[config.mk]
export PLATFORM = sky130hd
export DESIGN_NAME = pbmc_top
export DESIGN_NICKNAME = d
export VERILOG_FILES = /design/src/rtl/pbmc_field.v /design/src/rtl/pbmc_top.v
export VERILOG_INCLUDE_DIRS = /design/src /design/src/include
export SDC_FILE = /design/constraint.sdc
export NUM_CORES = 1
export LEC_CHECK = 0
export ABC_CLOCK_PERIOD_IN_PS = 2050
export BUFFER_PORTS_ARGS = -buffer_cell sky130_fd_sc_hd__buf_4
export CAP_MARGIN = 10
export CORE_MARGIN = 1.5
export CORE_UTILIZATION = 25
export DETAILED_ROUTE_END_ITERATION = 12
export GPL_TIMING_DRIVEN = 0
export SETUP_SLACK_MARGIN = 0.15
export SLEW_MARGIN = 40
export SYNTH_ARGS = -nofsm -noshare
export SYNTH_HDL_FRONTEND = slang
export SYNTH_HIERARCHICAL = 1
export SYNTH_SLANG_ARGS = --single-unit
[constraint.sdc]
create_clock -name mclk -period 2.05 [get_ports mclk]
set_input_delay 0.41 -clock mclk [delete_from_list [all_inputs] [get_ports mclk]]
set_output_delay 0.41 -clock mclk [all_outputs]
set_load 0.02 [all_outputs]
[src/include/pbmc_consts.vh]
// Summary of operation
// - self-clearing field follows its live input, event unused
// - clear-on-read field unwritable, zeroed by read
// - latched-low holds zero until read returns it
// - latched-high holds one until read returns it
// - permanent read-only returns fixed value always
// - bit 15 soft reset, self-clears, re-samples straps
// - bit 14 loops transmit data onto receive
// - bit 13 forced speed, strap reset value
// - bit 12 auto-negotiation enable overrides speed, duplex
// - bit 8 forced duplex, strap reset value
// - bit 11 powers down all but registers and col in collision test, which still follows tx_en
// - bit 10 isolates port from data interface
// - bit 9 restart, self-clears, ignored when disabled
// - writing zero to restart leaves negotiation running
// - collision test asserts col within 512 bits
// - collision test drops col within 4 bits
// - bits 6:0 reserved, write ignored, read zero
`ifndef PBMC_CONSTS_VH
`define PBMC_CONSTS_VH
`define PBMC_ADDR_CTRL      5'h00
`define PBMC_BIT_RESET      15
`define PBMC_BIT_LOOPBACK   14
`define PBMC_BIT_SPEED      13
`define PBMC_BIT_AN_EN      12
`define PBMC_BIT_PWRDN      11
`define PBMC_BIT_ISOLATE    10
`define PBMC_BIT_AN_RESTART 9
`define PBMC_BIT_DUPLEX     8
`define PBMC_BIT_COL_TEST   7
`define PBMC_RSVD_MASK      16'h007F
`define PBMC_RST_CYCLES     8'h20
`define PBMC_COL_ON_BITS    512
`define PBMC_COL_OFF_BITS   4
`define PBMC_COL_DELAY      2'h2
`define PBMC_LOOP_SETTLE    4
`endif

[src/rtl/pbmc_field.v]
`timescale 1ns/1ps
`default_nettype none
`include "pbmc_consts.vh"
// one status bit of a generic access type
module pbmc_field #(
  parameter [2:0] ftype    = 3'h0, // 0 sc, 1 cor, 2 ll, 3 lh, 4 permanent
  parameter       fixed_val = 1'b0
) (
  // clock and reset
  input  wire mclk,
  input  wire rst_b,
  input  wire soft_rst,
  // event side
  input  wire live,
  input  wire evt,
  // management read of this field
  input  wire rd_pulse,
  // value
  output reg  value
);
  reg held;
  reg next_value;
  reg next_held;

  always @* begin
    next_value = value;
    next_held  = held;
    case (ftype)
      3'h0: next_value = live;
      3'h1: next_value = evt | (value & ~rd_pulse);
      3'h2: begin
        if (evt) begin
          next_held = 1'b1;
        end else if (rd_pulse) begin
          next_held = 1'b0;
        end
        next_value = (held & ~rd_pulse) | evt ? 1'b0 : live;
      end
      3'h3: begin
        if (evt) begin
          next_held = 1'b1;
        end else if (rd_pulse) begin
          next_held = 1'b0;
        end
        next_value = ((held & ~rd_pulse) | evt) ? 1'b1 : live;
      end
      default: next_value = fixed_val;
    endcase
  end

  always @(posedge mclk or negedge rst_b) begin
    if (!rst_b) begin
      value <= (ftype == 3'h4) ? fixed_val : 1'b0;
      held  <= 1'b0;
    end else if (soft_rst) begin
      value <= (ftype == 3'h4) ? fixed_val : 1'b0;
      held  <= 1'b0;
    end else begin
      value <= next_value;
      held  <= next_held;
    end
  end
endmodule // pbmc_field
`default_nettype wire

[src/rtl/pbmc_top.v]
`timescale 1ns/1ps
`default_nettype none
`include "pbmc_consts.vh"
module pbmc_top (
  // clock and reset
  input  wire        mclk,
  input  wire        rst_b,
  // strap pins
  input  wire        strap_speed,
  input  wire        strap_an_en,
  input  wire        strap_duplex,
  // management register port
  input  wire [4:0]  reg_addr,
  input  wire        reg_wr,
  input  wire        reg_rd,
  input  wire [15:0] reg_wdata,
  output reg  [15:0] reg_rdata,
  // auto-negotiation engine
  input  wire        an_started,
  output wire        an_restart_req,
  // operating mode
  output wire        speed_100,
  output wire        full_duplex,
  output wire        an_enable,
  output wire        power_down,
  output wire        isolate,
  output wire        core_reset,
  // bit-time enable for collision test
  input  wire        bit_tick,
  // mii data path
  input  wire        tx_en,
  input  wire [3:0]  txd,
  input  wire        line_rx_dv,
  input  wire [3:0]  line_rxd,
  input  wire        line_col,
  output reg         rx_dv,
  output reg  [3:0]  rxd,
  output reg         col,
  output reg         mii_oe,
  // example latched status fields
  input  wire        link_live,
  input  wire        link_fail_evt,
  input  wire        fault_evt,
  output wire        link_latched,
  output wire        fault_latched,
  input  wire        status_rd
);
  reg        sw_rst;
  reg [7:0]  rst_cnt;
  reg        strap_pend;
  reg        loopback;
  reg        speed;
  reg        an_en;
  reg        pwrdn;
  reg        iso;
  reg        an_restart;
  reg        duplex;
  reg        col_test;
  reg [1:0]  col_cnt;
  reg        next_col;
  wire       ctrl_hit;
  wire [15:0] ctrl_val;

  assign ctrl_hit = (reg_addr == `PBMC_ADDR_CTRL);
  assign ctrl_val = {sw_rst, loopback, speed, an_en, pwrdn, iso, an_restart,
                     duplex, col_test, 7'h00};

  // strap capture after hard reset release and at soft reset end
  always @(posedge mclk or negedge rst_b) begin
    if (!rst_b) begin
      strap_pend <= 1'b1;
      sw_rst     <= 1'b0;
      rst_cnt    <= 8'h00;
      loopback   <= 1'b0;
      speed      <= 1'b0;
      an_en      <= 1'b0;
      pwrdn      <= 1'b0;
      iso        <= 1'b0;
      an_restart <= 1'b0;
      duplex     <= 1'b0;
      col_test   <= 1'b0;
    end else if (strap_pend) begin
      strap_pend <= 1'b0;
      speed      <= strap_speed;
      an_en      <= strap_an_en;
      duplex     <= strap_duplex;
    end else if (sw_rst) begin
      if (rst_cnt == `PBMC_RST_CYCLES) begin
        sw_rst     <= 1'b0;
        strap_pend <= 1'b1;
        rst_cnt    <= 8'h00;
      end else begin
        rst_cnt <= rst_cnt + 8'h01;
      end
      loopback   <= 1'b0;
      pwrdn      <= 1'b0;
      iso        <= 1'b0;
      an_restart <= 1'b0;
      col_test   <= 1'b0;
    end else if (reg_wr && ctrl_hit) begin
      sw_rst   <= reg_wdata[`PBMC_BIT_RESET];
      loopback <= reg_wdata[`PBMC_BIT_LOOPBACK];
      speed    <= reg_wdata[`PBMC_BIT_SPEED];
      an_en    <= reg_wdata[`PBMC_BIT_AN_EN];
      pwrdn    <= reg_wdata[`PBMC_BIT_PWRDN];
      iso      <= reg_wdata[`PBMC_BIT_ISOLATE];
      duplex   <= reg_wdata[`PBMC_BIT_DUPLEX];
      col_test <= reg_wdata[`PBMC_BIT_COL_TEST];
      // zero written to restart with AN_EN set clears a pending restart only if an_started is high
      if (reg_wdata[`PBMC_BIT_AN_RESTART] && reg_wdata[`PBMC_BIT_AN_EN]) begin
        an_restart <= 1'b1;
      end else if (an_started || !reg_wdata[`PBMC_BIT_AN_EN]) begin
        an_restart <= 1'b0;
      end
    end else if (an_started || !an_en) begin
      an_restart <= 1'b0;
    end
  end

  assign an_restart_req = an_restart;
  assign an_enable      = an_en;
  assign speed_100      = an_en ? 1'b0 : speed;
  assign full_duplex    = an_en ? 1'b0 : duplex;
  assign power_down     = pwrdn;
  assign isolate        = iso;
  assign core_reset     = sw_rst;

  // read data
  always @(posedge mclk or negedge rst_b) begin
    if (!rst_b) begin
      reg_rdata <= 16'h0000;
    end else if (reg_rd) begin
      reg_rdata <= ctrl_hit ? ctrl_val : 16'h0000;
    end
  end

  // collision test: col follows tx_en, drops within a few bit times
  always @* begin
    next_col = col;
    if (col_test) begin
      if (tx_en) begin
        next_col = 1'b1;
      end else if (col_cnt == `PBMC_COL_DELAY) begin
        next_col = 1'b0;
      end
    end else begin
      next_col = line_col & ~pwrdn;
    end
  end

  always @(posedge mclk or negedge rst_b) begin
    if (!rst_b) begin
      col     <= 1'b0;
      col_cnt <= 2'h0;
    end else begin
      col <= next_col;
      if (tx_en || !col) begin
        col_cnt <= 2'h0;
      end else if (bit_tick && col_cnt != `PBMC_COL_DELAY) begin
        col_cnt <= col_cnt + 2'h1;
      end
    end
  end

  // receive path, loopback and isolation
  always @(posedge mclk or negedge rst_b) begin
    if (!rst_b) begin
      rx_dv  <= 1'b0;
      rxd    <= 4'h0;
      mii_oe <= 1'b0;
    end else begin
      mii_oe <= ~iso & ~pwrdn;
      if (iso || pwrdn) begin
        rx_dv <= 1'b0;
        rxd   <= 4'h0;
      end else if (loopback) begin
        rx_dv <= tx_en;
        rxd   <= txd;
      end else begin
        rx_dv <= line_rx_dv;
        rxd   <= line_rxd;
      end
    end
  end

  // example status fields using the generic access types
  pbmc_field #(.ftype(3'h2), .fixed_val(1'b0)) u_link (
    .mclk     (mclk),
    .rst_b    (rst_b),
    .soft_rst (sw_rst),
    .live     (link_live),
    .evt      (link_fail_evt),
    .rd_pulse (status_rd),
    .value    (link_latched)
  );

  pbmc_field #(.ftype(3'h3), .fixed_val(1'b0)) u_fault (
    .mclk     (mclk),
    .rst_b    (rst_b),
    .soft_rst (sw_rst),
    .live     (1'b0),
    .evt      (fault_evt),
    .rd_pulse (status_rd),
    .value    (fault_latched)
  );
endmodule // pbmc_top
`default_nettype wire
* After elaboration in Yosys (flattened, before gate mapping)
Cells that the tools add are included. W data, S select, Z words.
Operators by class: muxes and demuxes 50, equality and inequality tests 6, add/sub/neg operators 2, reduce and logical (&&, ||, !) cells 21, bitwise gates (word level) 10
Operators with widths (count):
- $mux W1 | 44
- $mux W16 | 1
- $reduce_bool A3 Y1 | 3
- $add A8 B1 Y8 const B | 1
- $eq A8 B6 Y1 const B | 1
- $mux W4 | 2
- $mux W8 | 1
- $reduce_and A2 Y1 | 3
- $reduce_bool A2 Y1 | 3
- $logic_not A5 Y1 | 1
- $and A1 B1 Y1 | 4
- $logic_or A1 B1 Y1 | 4
- $mux W2 | 2
- $ne A4 B2 Y1 const B | 1
- $not A1 Y1 | 4
- $logic_and A1 B1 Y1 | 3
- $logic_not A1 Y1 | 3
- $ne A3 B2 Y1 const B | 1
- $reduce_and A3 Y1 | 1
- $add A2 B1 Y2 const B | 1
- $eq A2 B2 Y1 const B | 1
- $ne A2 B1 Y1 const B | 1
- $ne A2 B2 Y1 const B | 1
- $or A1 B1 Y1 | 2
Word-level totals: logic and storage cells 110, flip-flop bits (word level) 47, input bits 45, output and inout bits 32

* Longest topological paths before layout
word-level depth 6, gate-level depth with buffers 6, depth with buffers taken out 6

* By module
The synthesis kept the hierarchy.
By module, submodules not included:
- pbmc_top | times used 1, sequential area each 902.1 µm², area each 1661.6 µm², cells an instance 163
- pbmc_field (u_fault) | times used 1, sequential area each 50.0 µm², area each 88.8 µm², cells an instance 7
- pbmc_field (u_link) | times used 1, sequential area each 50.0 µm², area each 88.8 µm², cells an instance 5

* Least setup slack after synthesis
Ideal clock, no wire load.
path type in2reg, start input port reg_addr[1], end register an_en, in the netlist an_enable, path buffers 1, setup slack 130 ps, arrival 1792 ps, stages 5, data required time 1922 ps, library setup time 128 ps, cells stage by stage or4_4 or4b_1 clkbuf_1 mux2i_1 a21oi_1
Between the ends: word-level cells in the longest chain between the ends 4
RTL lines:
- from (decl) | RTL line pbmc_top.v:13 | input wire [4:0] reg_addr,
- $logic_not A5 Y1 (no line)
- $logic_and A1 B1 Y1 | RTL line pbmc_top.v:100 | end else if (reg_wr && ctrl_hit) begin
- $reduce_bool A2 Y1 (no line)
- $reduce_and A2 Y1 (no line)
- to (signal assigned) | RTL line pbmc_top.v:85 | an_en <= strap_an_en;
- to (signal assigned) | RTL line pbmc_top.v:104 | an_en <= reg_wdata[`PBMC_BIT_AN_EN];
- to (decl) | RTL line pbmc_top.v:53 | reg an_en;
Every way passes these cells. A chain may end at the register's enable or synchronous reset.

* Worst setup path in the final report
start input port reg_addr[1], end register pwrdn, in the netlist power_down
Between the ends: word-level cells in the longest chain between the ends 4
RTL lines:
- $logic_not A5 Y1 (no line)
- $logic_and A1 B1 Y1 | RTL line pbmc_top.v:100
- $reduce_bool A2 Y1 (no line)
- $reduce_and A2 Y1 (no line)
- to (signal assigned) | RTL line pbmc_top.v:105 | pwrdn <= reg_wdata[`PBMC_BIT_PWRDN];
- to (decl) | RTL line pbmc_top.v:54 | reg pwrdn;
Every way passes these cells.

==> metrics.txt <==
status=completed; Final min period=roughly 1.8 ns; vias in the first global route=1364; CTS H-Tree Depth=2; # fillers=around 740; Multi-input gate area=737 µm²; Antenna Cells=0; Crit. End Element=flop; Layout Skew=around 0.0054 ns; Netlist Area Pre-Place=roughly 1800 µm²; worst path required time=between 2 and 2.5 ns; ranking of synthesized cells by instance count=39 x dfrtp_1, 18 x nor2_1, 15 x inv_1; Initial Util=roughly a quarter; Leakage Power=about 1.2 nW; pin count of the biggest net entering global routing=41; Worst Slack Setup Final=around 0.24 ns; CP Class=in2reg; Setup Fix Bufs, Post-CTS=0; CTS resizes=1; die height=between 80 and 90 µm; placed instance count=342; WL/cell=11.5 µm; worst slack, placed=-0.289 ns; top-count cell post-synth=dfrtp_1; DP Area=about 2400 µm²; CP Launch Type=input pin; DR vias=1449; MaxCap Viol Count=0; Layout area overhead=40.3%; Ys Warns=6; Main synth FF type=dfrtp_1; Die ar.=~7900 µm²; drt first pass iters=4; crit path DAT=1.99 ns; relative slew slack=roughly three fifths; Std-Cell Rows=31; post-synth top area cell=dfrtp_1; worst skew pair latency=between 0.2 and 0.3 ns; r2r worst-path depth=6; Synth Area per Inst=~11 µm²; final period utilization=roughly nine tenths; fin cells=350; Synth Instances=175; post-route cell area=~2600 µm²; Nets=298; number of flops mapped to enable cells by yosys=0; total power=around 2.1 mW; Boundary Pins=77; initial drt markers=54; hpwl dp=about 3000 µm; final core utilization=between 30% and 40%; final wirelength=about 4000 µm; Hold Crit Class=in2async; Hold Buf Count CTS=0; worst IR drop on VDD=329 µV; RR Endpoint=core_reset; Slew Limit Fails=0; Routability Congestion=about 0.65; power per cell area=between 700 and 800 nW/µm²; maximum clock frequency=0.553 GHz; CTS Sinks=40; Synth cell types=40; Async S/R FF share, synth=between 90% and 100%; post-synthesis register bit count=40; Post-route DRC=0; Seq/Total Area, Yosys=~54%; total CTS buffers=5; fraction of layout cells with a size suffix above 1=~35%; Min Hold Slack=~0.092 ns; measured slew at the worst slew-check pin=0.624 ns; via/cell ratio=slightly above 4; Die X-Extent=88.8 µm; Setup TNS Final=0 ns; Area contributors post-synth=dfrtp_1 53%, mux2i_1 4.4%, nor2_1 3.7%, o21ai_0 3.5%, inv_1 3.1%; GR Overflow Total=0; IO Port Bufs=61; initial antenna violation count=0; clock root cell=clkbuf_8; final hold vios=0; critical path fanouts, max=5; clock buffer depth=2; GRT Total Usage=between 10 and 15%; Sequential Area=1000 µm²; Core Box Area=between 7000 and 8000 µm²; global-route wire length before repair=roughly 6400 µm; final setup fails=0; register-to-register setup slack=~0.37 ns; R2R Path Start=rst_cnt[0]; antenna-violating nets left=0; TritonCTS clock tree=done; area fraction of the dominant cell type after synthesis=~53%; RSZ-0062 raised after global routing=no; clock-pin slew on the worst setup and hold paths=0.08 ns
-- worst max-delay path, stage by stage --
cell and delay [ns]:
buf_4 0.11, or4_4 0.54, nor3b_2 0.35, o21ai_0 0.28
a22o_1 0.30
-- cells by family after synthesis --
kind of cell / synth area share, %
simple gates: 19.3
flops: 54.5
compound gates: 9.66
buf+inv: 7.14
mux: 4.35
xor+xnor: 2.86
fa+ha+maj: 2.04
other cells: 0.204
-- routing by layer --
metal	GRT usage [%]	vias to the layer above	wire [µm]
li1	-	726	-
met1	13.9	664	1880
met2	17.3	57	1820
met3	3.26	2	296
met4	4.26	0	42
met5	0	-	0
-- layout by cell type (no fill, tap or decap), types with 2 or more instances in the layout --
master | synthesis | final
clkbuf_8 | 0 | 7
nand3_1 | 10 | 10
nor2b_1 | 4 | 4
mux2i_1 | 8 | 8
nand2b_1 | 2 | 2
conb_1 | 1 | 8
and2_1 | 2 | 2
a21oi_1 | 4 | 4
buf_4 | 7 | 68
a21oi_2 | 2 | 2
inv_1 | 15 | 15
dfrtp_1 | 39 | 38
nand2_1 | 7 | 7
a22o_1 | 4 | 4
clkbuf_1 | 6 | 5
nand4_1 | 3 | 3
xnor2_1 | 5 | 5
ha_1 | 3 | 3
o21ai_0 | 13 | 13
nor2_1 | 18 | 18
-- cell type report --
class | instances | share of cell area, %
flip-flops and latches | 40 | 38.9
multi-input cells | 114 | 28.6
repair buffers | 61 | 17.7
well taps | 99 | 4.80
clock buffers | 7 | 3.73
plain buffers | 13 | 2.96
inverters | 15 | 2.18
clock inverters | 1 | 1.16
-- flip-flops by register name, indices dropped and copies added (netlist names), 2 cells and up --
name	flops
col_cnt	2
rxd	4
reg_rdata	9
rst_cnt	8
-- power breakdown --
group	total, mW	leakage [nW]	internal (mW)	switching, mW
Combinational	0.402	0.663	0.201	0.201
Clock	0.703	0.0645	0.430	0.273
Sequential	0.960	0.513	0.875	0.0846
-- how the worst max path moves through the flow --
stage / from / endpoint
after floorplan: reg_addr[1] / an_enable
after global placement: reg_addr[1] / col_test
after detailed placement: reg_addr[1] / col_test
after CTS: reg_addr[1] / power_down
after global routing: reg_addr[1] / loopback
final: reg_addr[1] / power_down
No activity file was read; power rests on OpenSTA's default activity.
